--- src/pkg/audio_rx_pkg.sv ---
// constants, carrier structs and state enum for the audio receiver registers
package audio_rx_pkg;
  // number of diagnostic ports and i2c byte length
  localparam int NUM_PORTS = 4;
  localparam logic [3:0] BYTE_BITS = 4'h8;
  // register pointers
  localparam logic [2:0] REG_DIAG_STATUS = 3'h0;
  localparam logic [2:0] REG_EVENTS = 3'h1;
  localparam logic [2:0] REG_MAIN_CTRL = 3'h2;
  localparam logic [2:0] REG_ADDR_SEL = 3'h3;
  localparam logic [2:0] REG_PORT_LO = 3'h4;
  localparam logic [2:0] REG_PORT_HI = 3'h5;
  localparam logic [2:0] REG_GAIN = 3'h6;
  // reset value of every writable register
  localparam logic [7:0] RESET_VALUE = 8'h00;
  // writable bits of the two control registers
  localparam logic [7:0] MAIN_CTRL_MASK = 8'he7;
  localparam logic [7:0] ADDR_SEL_MASK = 8'h03;
  // main control bit positions
  localparam int BIT_AUDIO_IRQ_EN = 7;
  localparam int BIT_CLIP_IRQ_EN = 6;
  localparam int BIT_JACK_IRQ_EN = 5;
  localparam int BIT_ZERO_CROSS = 2;
  localparam int BIT_MUTE = 1;
  localparam int BIT_POWER_DOWN = 0;
  // event flag positions inside the 4-bit flag field (bits 7..4)
  localparam int FLAG_AUDIO = 3;
  localparam int FLAG_CLIP = 2;
  localparam int FLAG_JACK = 1;
  localparam int FLAG_HEAT = 0;
  // fixed upper slave address pattern
  localparam logic [4:0] SLAVE_ADDR_PREFIX = 5'h1a;
  // port configuration codes
  localparam logic [3:0] PORT_OFF = 4'h0;
  localparam logic [3:0] PORT_SENSE_ONLY = 4'he;
  localparam logic [3:0] PORT_DIODE = 4'hf;
  // die code default, value arbitrary
  localparam logic [2:0] DIE_CODE_DEFAULT = 3'h6;

  // analog side inputs, asynchronous to clock
  typedef struct packed {
    logic [3:0] cmp_upper;
    logic [3:0] cmp_lower;
    logic audio_present;
    logic clip;
    logic jack_inserted;
    logic overheat;
    logic zero_cross;
  } sense_in_s;

  // controls toward the analog side
  typedef struct packed {
    logic mute;
    logic power_down;
    logic [3:0] gain_left;
    logic [3:0] gain_right;
    logic [15:0] port_cfg;
    logic [3:0] sense_en;
    logic [3:0] current_src_en;
    logic [3:0] diode_en;
  } ctrl_out_s;

  // i2c slave states
  typedef enum logic [2:0] {
    S_IDLE, S_ADDR, S_REG, S_WDATA, S_ACK, S_RDATA, S_RACK
  } slave_state_e;
endpackage

--- src/logic/audio_receiver_control_regs.sv ---
// i2c register bank of a dual-channel audio receiver
// Function
// - status pair refreshes only while sensing enabled
// - odd status bits show above upper threshold
// - even status bits show above lower threshold
// - audio presence sets flag, pulls interrupt
// - clip warning sets flag, pulls interrupt
// - jack flag shows state, change pulls interrupt
// - overheat sets flag, pulls interrupt
// - event register read releases interrupt, clears flags
// - audio interrupt enable clears when it fires
// - clip interrupt enable clears when it fires
// - jack interrupt enable clears when it fires
// - zero-cross bit defers gain to crossing
// - control bit 1 selects mute
// - control bit 0 selects power down
// - select bits form slave address bits 2,1
// - address changes only while interrupt held low
// - interrupt output is active-low open drain
// - code 1110 senses only, 0000 disables port
// - burst read continues until master not-acknowledge
`timescale 1ns/100ps
`default_nettype none
module audio_receiver_control_regs #(
  parameter logic [2:0] DIE_CODE = audio_rx_pkg::DIE_CODE_DEFAULT
) (
  input wire logic clock,
  input wire logic rst_n,
  input wire logic clk_en,
  input wire logic scl_in,
  input wire logic sda_in,
  output logic sda_out,
  output logic sda_oe,
  input wire logic int_in,
  output logic int_out,
  output logic int_oe,
  input wire audio_rx_pkg::sense_in_s sense_in,
  output var audio_rx_pkg::ctrl_out_s ctrl_out
);
  import audio_rx_pkg::*;

  // synchronised pins
  logic scl_s, sda_s, int_s;
  sense_in_s sense_s;
  // previous samples for edge finding
  logic scl_d_reg, sda_d_reg;
  sense_in_s sense_d_reg;
  // bus engine state
  slave_state_e state_reg, ack_next_reg;
  logic [3:0] cnt_reg;
  logic [7:0] shift_reg;
  logic [2:0] ptr_reg;
  logic sda_oe_reg, nack_reg, held_low_reg;
  // register contents
  logic [7:0] status_reg, ctrl_reg, gain_reg, gain_applied_reg;
  logic [1:0] addr_sel_reg;
  logic [15:0] port_cfg_reg;
  logic [3:0] flags_reg;
  logic int_pending_reg, gain_pending_reg;
  logic [3:0] sense_en_reg, src_en_reg, diode_reg;
  // decoded events and strobes
  logic start_cond, stop_cond, scl_rise, scl_fall;
  logic audio_rise, clip_rise, heat_rise, jack_change, zc_rise;
  logic reg_wr, rd_load, evt_clear, irq_set, addr_hit;
  logic [2:0] rd_addr;
  logic [7:0] rd_byte;

  // every serial, interrupt and sense pin passes two flops first; rst_n and clk_en do not
  sync_two_stage #(
    .WIDTH($bits(sense_in_s) + 3)
  ) u_sync (
    .clock(clock),
    .rst_n(rst_n),
    .clk_en(clk_en),
    .async_in({scl_in, sda_in, int_in, sense_in}),
    .sync_out({scl_s, sda_s, int_s, sense_s})
  );

  // delayed copies for edge detection
  always_ff @(posedge clock or negedge rst_n) begin
    if (!rst_n) begin
      scl_d_reg <= 1'b1;
      sda_d_reg <= 1'b1;
      sense_d_reg <= '0;
    end else if (clk_en) begin
      scl_d_reg <= scl_s;
      sda_d_reg <= sda_s;
      sense_d_reg <= sense_s;
    end
  end

  // bus conditions: start/stop are sda edges with scl high
  assign start_cond = scl_s & scl_d_reg & sda_d_reg & ~sda_s;
  assign stop_cond = scl_s & scl_d_reg & ~sda_d_reg & sda_s;
  assign scl_rise = scl_s & ~scl_d_reg;
  assign scl_fall = ~scl_s & scl_d_reg;
  // analog events
  assign audio_rise = sense_s.audio_present & ~sense_d_reg.audio_present;
  assign clip_rise = sense_s.clip & ~sense_d_reg.clip;
  assign heat_rise = sense_s.overheat & ~sense_d_reg.overheat;
  assign jack_change = sense_s.jack_inserted ^ sense_d_reg.jack_inserted;
  assign zc_rise = sense_s.zero_cross & ~sense_d_reg.zero_cross;

  // own address: fixed prefix over the two select bits
  assign addr_hit = (shift_reg[7:1] == {SLAVE_ADDR_PREFIX, addr_sel_reg});
  // write strobe at the fall closing a data byte
  assign reg_wr = scl_fall && state_reg == S_WDATA && cnt_reg == BYTE_BITS;
  // next read byte is fetched when the previous ack ends
  assign rd_load = scl_fall && ((state_reg == S_ACK && ack_next_reg == S_RDATA)
                   || (state_reg == S_RACK && !nack_reg));
  assign rd_addr = (state_reg == S_RACK) ? ptr_reg + 3'h1 : ptr_reg;
  assign evt_clear = rd_load && rd_addr == REG_EVENTS;

  // read multiplexer; unmapped pointer reads zero
  always_comb begin
    case (rd_addr)
      REG_DIAG_STATUS: rd_byte = status_reg;
      REG_EVENTS: rd_byte = {flags_reg, 1'b0, DIE_CODE};
      REG_MAIN_CTRL: rd_byte = ctrl_reg;
      REG_ADDR_SEL: rd_byte = {6'h00, addr_sel_reg};
      REG_PORT_LO: rd_byte = port_cfg_reg[7:0];
      REG_PORT_HI: rd_byte = port_cfg_reg[15:8];
      REG_GAIN: rd_byte = gain_reg;
      default: rd_byte = 8'h00;
    endcase
  end

  // i2c slave engine, sda only changes while scl is low
  always_ff @(posedge clock or negedge rst_n) begin
    if (!rst_n) begin
      state_reg <= S_IDLE;
      ack_next_reg <= S_IDLE;
      cnt_reg <= 4'h0;
      shift_reg <= 8'h00;
      ptr_reg <= 3'h0;
      sda_oe_reg <= 1'b0;
      nack_reg <= 1'b1;
    end else if (clk_en) begin
      if (start_cond) begin
        // start or repeated start always restarts
        state_reg <= S_ADDR;
        cnt_reg <= 4'h0;
        sda_oe_reg <= 1'b0;
      end else if (stop_cond) begin
        state_reg <= S_IDLE;
        sda_oe_reg <= 1'b0;
      end else if (scl_rise) begin
        case (state_reg)
          S_ADDR, S_REG, S_WDATA: begin
            // msb first
            shift_reg <= {shift_reg[6:0], sda_s};
            cnt_reg <= cnt_reg + 4'h1;
          end
          S_RACK: nack_reg <= sda_s;
          default: ;
        endcase
      end else if (scl_fall) begin
        case (state_reg)
          S_ADDR: if (cnt_reg == BYTE_BITS) begin
            if (addr_hit) begin
              sda_oe_reg <= 1'b1;
              ack_next_reg <= shift_reg[0] ? S_RDATA : S_REG;
              state_reg <= S_ACK;
            end else begin
              // foreign address: ignore until next start
              state_reg <= S_IDLE;
            end
          end
          S_REG: if (cnt_reg == BYTE_BITS) begin
            ptr_reg <= shift_reg[2:0];
            sda_oe_reg <= 1'b1;
            ack_next_reg <= S_WDATA;
            state_reg <= S_ACK;
          end
          S_WDATA: if (cnt_reg == BYTE_BITS) begin
            ptr_reg <= ptr_reg + 3'h1;
            sda_oe_reg <= 1'b1;
            ack_next_reg <= S_WDATA;
            state_reg <= S_ACK;
          end
          S_ACK: begin
            state_reg <= ack_next_reg;
            if (ack_next_reg == S_RDATA) begin
              // first bit goes out on this fall
              shift_reg <= {rd_byte[6:0], 1'b0};
              sda_oe_reg <= ~rd_byte[7];
              cnt_reg <= 4'h1;
            end else begin
              sda_oe_reg <= 1'b0;
              cnt_reg <= 4'h0;
            end
          end
          S_RDATA: begin
            if (cnt_reg == BYTE_BITS) begin
              // free sda for the master's ack bit
              sda_oe_reg <= 1'b0;
              state_reg <= S_RACK;
            end else begin
              sda_oe_reg <= ~shift_reg[7];
              shift_reg <= {shift_reg[6:0], 1'b0};
              cnt_reg <= cnt_reg + 4'h1;
            end
          end
          S_RACK: begin
            ptr_reg <= ptr_reg + 3'h1;
            if (nack_reg) begin
              state_reg <= S_IDLE;
            end else begin
              shift_reg <= {rd_byte[6:0], 1'b0};
              sda_oe_reg <= ~rd_byte[7];
              cnt_reg <= 4'h1;
              state_reg <= S_RDATA;
            end
          end
          default: ;
        endcase
      end
    end
  end

  // tracks that the interrupt wire is pulled low by someone else
  // since the start; our own pull-down does not count
  always_ff @(posedge clock or negedge rst_n) begin
    if (!rst_n) begin
      held_low_reg <= 1'b0;
    end else if (clk_en) begin
      if (start_cond) begin
        held_low_reg <= ~int_s & ~int_pending_reg;
      end else if (int_s || int_pending_reg) begin
        held_low_reg <= 1'b0;
      end
    end
  end

  // slave address select, guarded by the external pull-down
  always_ff @(posedge clock or negedge rst_n) begin
    if (!rst_n) begin
      addr_sel_reg <= RESET_VALUE[1:0];
    end else if (clk_en) begin
      if (reg_wr && ptr_reg == REG_ADDR_SEL && held_low_reg && !int_s) begin
        addr_sel_reg <= shift_reg[1:0] & ADDR_SEL_MASK[1:0];
      end
    end
  end

  // main control; enables clear themselves when their interrupt fires,
  // the self-clear is placed last so it beats a same-cycle write
  always_ff @(posedge clock or negedge rst_n) begin
    if (!rst_n) begin
      ctrl_reg <= RESET_VALUE;
    end else if (clk_en) begin
      if (reg_wr && ptr_reg == REG_MAIN_CTRL) begin
        ctrl_reg <= shift_reg & MAIN_CTRL_MASK;
      end
      if (audio_rise && ctrl_reg[BIT_AUDIO_IRQ_EN]) begin
        ctrl_reg[BIT_AUDIO_IRQ_EN] <= 1'b0;
      end
      if (clip_rise && ctrl_reg[BIT_CLIP_IRQ_EN]) begin
        ctrl_reg[BIT_CLIP_IRQ_EN] <= 1'b0;
      end
      if (jack_change && ctrl_reg[BIT_JACK_IRQ_EN]) begin
        ctrl_reg[BIT_JACK_IRQ_EN] <= 1'b0;
      end
    end
  end

  // port configuration and gain registers
  always_ff @(posedge clock or negedge rst_n) begin
    if (!rst_n) begin
      port_cfg_reg <= {RESET_VALUE, RESET_VALUE};
      gain_reg <= RESET_VALUE;
    end else if (clk_en && reg_wr) begin
      case (ptr_reg)
        REG_PORT_LO: port_cfg_reg[7:0] <= shift_reg;
        REG_PORT_HI: port_cfg_reg[15:8] <= shift_reg;
        REG_GAIN: gain_reg <= shift_reg;
        default: ;
      endcase
    end
  end

  // gain reaching the amplifier: direct, or held to a zero crossing
  always_ff @(posedge clock or negedge rst_n) begin
    if (!rst_n) begin
      gain_applied_reg <= RESET_VALUE;
      gain_pending_reg <= 1'b0;
    end else if (clk_en) begin
      if (reg_wr && ptr_reg == REG_GAIN) begin
        if (ctrl_reg[BIT_ZERO_CROSS]) begin
          gain_pending_reg <= 1'b1;
        end else begin
          gain_applied_reg <= shift_reg;
          gain_pending_reg <= 1'b0;
        end
      end else if (gain_pending_reg && (zc_rise || !ctrl_reg[BIT_ZERO_CROSS])) begin
        // dropping the zero-cross bit releases a waiting gain
        gain_applied_reg <= gain_reg;
        gain_pending_reg <= 1'b0;
      end
    end
  end

  // event flags: set beats the read clear in the same cycle
  always_ff @(posedge clock or negedge rst_n) begin
    if (!rst_n) begin
      flags_reg <= 4'h0;
    end else if (clk_en) begin
      flags_reg[FLAG_AUDIO] <= audio_rise | (flags_reg[FLAG_AUDIO] & ~evt_clear);
      flags_reg[FLAG_CLIP] <= clip_rise | (flags_reg[FLAG_CLIP] & ~evt_clear);
      flags_reg[FLAG_HEAT] <= heat_rise | (flags_reg[FLAG_HEAT] & ~evt_clear);
      if (jack_change) begin
        flags_reg[FLAG_JACK] <= sense_s.jack_inserted;
      end else if (evt_clear) begin
        flags_reg[FLAG_JACK] <= 1'b0;
      end
    end
  end

  // interrupt request; overheat has no enable
  assign irq_set = (audio_rise & ctrl_reg[BIT_AUDIO_IRQ_EN])
                 | (clip_rise & ctrl_reg[BIT_CLIP_IRQ_EN])
                 | (jack_change & ctrl_reg[BIT_JACK_IRQ_EN])
                 | heat_rise;
  always_ff @(posedge clock or negedge rst_n) begin
    if (!rst_n) begin
      int_pending_reg <= 1'b0;
    end else if (clk_en) begin
      int_pending_reg <= irq_set | (int_pending_reg & ~evt_clear);
    end
  end

  // per-port diagnostic decode and comparator capture
  genvar p;
  generate
    for (p = 0; p < NUM_PORTS; p++) begin : g_port
      logic [3:0] code;
      logic sense_w;
      assign code = port_cfg_reg[4*p +: 4];
      // sensing on for every code but off and diode
      assign sense_w = (code != PORT_OFF) && (code != PORT_DIODE);
      always_ff @(posedge clock or negedge rst_n) begin
        if (!rst_n) begin
          status_reg[2*p +: 2] <= 2'h0;
          sense_en_reg[p] <= 1'b0;
          src_en_reg[p] <= 1'b0;
          diode_reg[p] <= 1'b0;
        end else if (clk_en) begin
          sense_en_reg[p] <= sense_w;
          src_en_reg[p] <= sense_w && code != PORT_SENSE_ONLY;
          diode_reg[p] <= code == PORT_DIODE;
          if (code == PORT_OFF) begin
            // disabled port reads as both low
            status_reg[2*p +: 2] <= 2'h0;
          end else if (sense_w) begin
            status_reg[2*p+1] <= sense_s.cmp_upper[p];
            status_reg[2*p] <= sense_s.cmp_lower[p];
          end
        end
      end
    end
  endgenerate

  // open-drain pins: only ever pull low
  assign sda_out = 1'b0;
  assign sda_oe = sda_oe_reg;
  assign int_out = 1'b0;
  assign int_oe = int_pending_reg;

  // controls to the analog side, all from flops
  assign ctrl_out.mute = ctrl_reg[BIT_MUTE];
  assign ctrl_out.power_down = ctrl_reg[BIT_POWER_DOWN];
  assign ctrl_out.gain_left = gain_applied_reg[7:4];
  assign ctrl_out.gain_right = gain_applied_reg[3:0];
  assign ctrl_out.port_cfg = port_cfg_reg;
  assign ctrl_out.sense_en = sense_en_reg;
  assign ctrl_out.current_src_en = src_en_reg;
  assign ctrl_out.diode_en = diode_reg;
endmodule // audio_receiver_control_regs
`default_nettype wire

--- src/logic/sync_two_stage.sv ---
// two flip-flop synchroniser, one stage pair per bit
`timescale 1ns/100ps
`default_nettype none
module sync_two_stage #(
  parameter int WIDTH = 1
) (
  input wire logic clock,
  input wire logic rst_n,
  input wire logic clk_en,
  input wire logic [WIDTH-1:0] async_in,
  output var logic [WIDTH-1:0] sync_out
);
  // first stage is read only by the second
  logic [WIDTH-1:0] meta_reg;

  genvar i;
  generate
    for (i = 0; i < WIDTH; i++) begin : g_bit
      // both stages reset low, frozen with the enable
      always_ff @(posedge clock or negedge rst_n) begin
        if (!rst_n) begin
          meta_reg[i] <= 1'b0;
          sync_out[i] <= 1'b0;
        end else if (clk_en) begin
          meta_reg[i] <= async_in[i];
          sync_out[i] <= meta_reg[i];
        end
      end
    end
  endgenerate
endmodule // sync_two_stage
`default_nettype wire

--- config.mk ---
export PLATFORM = sky130hd
export DESIGN_NAME = audio_receiver_control_regs
export DESIGN_NICKNAME = d
export VERILOG_FILES = /design/src/pkg/audio_rx_pkg.sv /design/src/logic/audio_receiver_control_regs.sv /design/src/logic/sync_two_stage.sv
export SDC_FILE = /design/constraint.sdc
export NUM_CORES = 1
export LEC_CHECK = 0
export ABC_CLOCK_PERIOD_IN_PS = 2800
export BUFFER_PORTS_ARGS = -buffer_cell sky130_fd_sc_hd__buf_2
export CORE_MARGIN = 2
export CORE_UTILIZATION = 45
export DETAILED_ROUTE_END_ITERATION = 8
export HOLD_SLACK_MARGIN = 0.15
export PLACE_DENSITY = 0.66
export REMOVE_ABC_BUFFERS = 1
export SETUP_SLACK_MARGIN = 0.4
export SYNTH_ARGS = -nofsm -noshare
export SYNTH_HDL_FRONTEND = slang
export SYNTH_HIERARCHICAL = 1
export SYNTH_SLANG_ARGS = --single-unit
export TNS_END_PERCENT = 20
--- constraint.sdc ---
create_clock -name clock -period 2.8 [get_ports clock]
set_input_delay 0.14 -clock clock [delete_from_list [all_inputs] [get_ports clock]]
set_output_delay 0.14 -clock clock [all_outputs]
set_load 0.05 [all_outputs]
==> impl_metrics.csv <==
group,metric,value,unit
layout,utilization,0.5467,
global_routing,grt.total_usage,0.2158,
pwr,clockPowerShare,0.297,
synthesis,syn_inst,595,
critical_path,crit_start,"state_reg[1]",
global_routing,grt_max_degree,53,
timing,min_period,2.393,ns
floorplanning,die_w,125.9,um
route,drtPass1Iterations,6,
floorplanning,floorplan.rows,44,
critical_path,worst-r2r-setup-slack,0.41,ns
route,route.detailed.drc,0,
global_routing,grt.overflow.total,0,
synthesis,syn_area,0.006685,mm^2
route,wl,16630,um
pwr,power_density,881.2,mW/mm^2
critical_path,cp_max_fo,15,
critical_path,cp.arrival,2.70,ns
critical_path,crit_path_end_kind,"flop",
clock_tree,clkTransAtPathRegs,0.06,ns
route,detail-route-antenna-nets,0,
placed_design,portBuffers,58,
timing,drv_slew,0,
route,vias,5075,
pwr,internal_power,4.329,mW
critical_path,reg2reg_from,"state_reg[1]",
global_routing,antenna_found_initial,0,
timing,timing.hold.ws,0.2574,ns
placed_design,place_ws,0.2110,ns
layout,stdcell_area,0.007946,mm^2
route,wl_per_cell,18.96,um
layout,nets,712,
critical_path,r2r-end,"shift_reg[2]",
timing,final-setup-viol-count,0,
synthesis,yosysSeqAreaShare,0.4834,
floorplanning,die-area,0.01585,mm^2
placed_design,placed_area,0.007136,mm^2
synthesis,ys_warn_count,6,
timing,finalHoldViolCount,0,
clock_tree,ctsRootBufferMaster,"clkbuf_16",
floorplanning,initial_core_util,0.4600,
pwr,pwr-share-comb,0.339,
timing,tns,0,ns
critical_path,slowest_stage,"dfrtp_1",
clock_tree,clkLatencyLatePin,0.42,ns
layout,layout_commonest_cell,"dfrtp_1",
pwr,irDropWorstVdd,493.0,uV
floorplanning,coreArea,0.01453,mm^2
critical_path,critPathRequiredTime,3.10,ns
pwr,switchingPower,2.673,mW
pwr,leakagePower,3.772,nW
clock_tree,htreeDepth,4,
global_routing,grt_pass1_wl,26940,um
pwr,p_seq_frac,0.364,
status,status,"complete, no violations",
synthesis,ys_types,73,
run,drv_cap,0,
pwr,total_power,7.003,mW
timing,slew_headroom,0.5177,
layout,drive_gt1_frac,0.3088,
synthesis,synth_edf_count,0,
layout,final_cell_mix,"124 x dfrtp_1, 56 x buf_2, 45 x nand2_1",
clock_tree,cts.path.max_buffers,2,
route,drt_iter0_drc,398,
clock_tree,cts_made_buffers,17,
floorplanning,io_pins,61,
timing,fin_crit_sh,0.8545,
pwr,sw_frac_of_total,0.3818,
timing,tightest_slew,0.7234,ns
critical_path,path_cells,"and3b_2 > a221o_1 > a2111o_2 > inv_4 > nand2_1 > o32a_1",
timing,skew,0.01204,ns
synthesis,synthArstFlopShare,1.000,
floorplanning,die_h,125.9,um
critical_path,critical_path_class,"reg2reg",
clock_tree,cts_tree,"built",
min_path,min_path_type,"in2async",
route,avgViaCountPerCell,5.787,
layout,area_growth,18.87,%
clock_tree,clock_sinks,129,
synthesis,avgSynthCellArea,11.24,um^2
critical_path,cpPeakStageDelay,0.53,ns
timing,max_freq,418.0,MHz
layout,antenna_cells,0,
placed_design,place_inst,827,
critical_path,startpoint_type,"flop",
placed_design,hpwl,11830,um
synthesis,synthFlopType,"dfrtp_1",
timing,setup_slack,0.4074,ns
timing,rsz0062_at_grt,"yes",
layout,fin_cells,877,
global_routing,grt_pass1_vias,5034,
synthesis,ys_ff_latch,129,
placed_design,gp_congestion,0.9228,
critical_path,r2r.worst_path.cells,6,
cell families after synthesis:
group	after synthesis	share of synthesized area
buf+inv	55	0.05334
fa+ha+maj	11	0.02059
simple gates	165	0.1243
xor+xnor	4	0.006365
mux	97	0.1756
other cells	1	0.0005609
compound gates	133	0.1359
flops	129	0.4834
cell usage after synthesis, types with 4 or more instances:
master / instances / area [um^2]
dfrtp_1: 126 / 3153
nand2_1: 45 / 168.9
mux2_2: 42 / 473.0
nor2_1: 38 / 142.6
o21ai_0: 31 / 155.2
mux2_4: 30 / 450.4
a21oi_1: 26 / 130.1
mux2i_1: 25 / 250.2
nand3_1: 24 / 120.1
inv_1: 17 / 63.81
a31oi_1: 14 / 87.58
clkbuf_1: 12 / 45.04
ha_1: 11 / 137.6
a22o_1: 10 / 87.58
buf_2: 8 / 40.04
nor4_1: 8 / 50.05
nor2b_1: 7 / 43.79
a21o_1: 6 / 45.04
nand4_1: 6 / 37.54
buf_4: 5 / 37.54
clkbuf_8: 5 / 68.82
nor3_1: 5 / 25.02
o21a_1: 5 / 37.54
o22ai_1: 5 / 31.28
a211oi_1: 4 / 30.03
nand2b_1: 4 / 25.02
final cells by class:
| cell class | instances | area, um^2 |
|---|---|---|
| inverter | 19 | 73.82 |
| fill | 1290 | 6588 |
| sequential | 129 | 3234 |
| multi-input combinational | 412 | 3164 |
| tap | 184 | 230.2 |
| clock buffer | 18 | 439.2 |
| clock inverter | 12 | 113.9 |
| timing repair buffer | 103 | 690.7 |
worst max-delay path: cells and delay by family (launching register included):
family / cells / cell delay (ns)
flip-flops: 1 / 0.53
buffers and inverters: 1 / 0.11
AND/OR/NAND/NOR: 2 / 0.46
AO/OA/AOI/OAI: 3 / 1.16
how the worst max path moves through the flow:
stage | end | slack [ns]
3_3_place_gp | sda_oe | 0.25
5_1_grt | shift_reg[2] | 0.29
3_5_place_dp | sda_oe | 0.21
4_1_cts | shift_reg[2] | 0.29
6_report | shift_reg[2] | 0.41
2_1_floorplan | gain_reg[1] | -0.67
what timing repair did:
action	CTS	global route
cloned	0	0
hold buffers	18	0
gates resized for setup	5	12
setup endpoints to repair	13	36
pin swaps	0	2
endpoints found under the hold margin	56	0
buffers inserted	0	2
power groups by stage:
| stage | Clock, mW | Combinational, mW | Sequential [mW] |
|---|---|---|---|
| 3_3_place_gp | 0 | 2.22 | 2.56 |
| 4_1_cts | 2.11 | 2.31 | 2.54 |
| 3_5_place_dp | 0 | 2.24 | 2.57 |
| 6_report | 2.08 | 2.37 | 2.55 |
| 2_1_floorplan | 0 | 1.31 | 2.69 |
| 5_1_grt | 2.20 | 2.60 | 2.60 |
per-layer routing:
layer	global-route usage	wire, um	up-vias	part of all wire
met5	0	0	-	0
met4	0.06787	265	0	0.016
met3	0.05395	903	24	0.054
met2	0.3447	8099	154	0.49
met1	0.2909	7357	2548	0.44
li1	-	-	2349	-
Note: power is estimated with default switching activity, not from simulation.
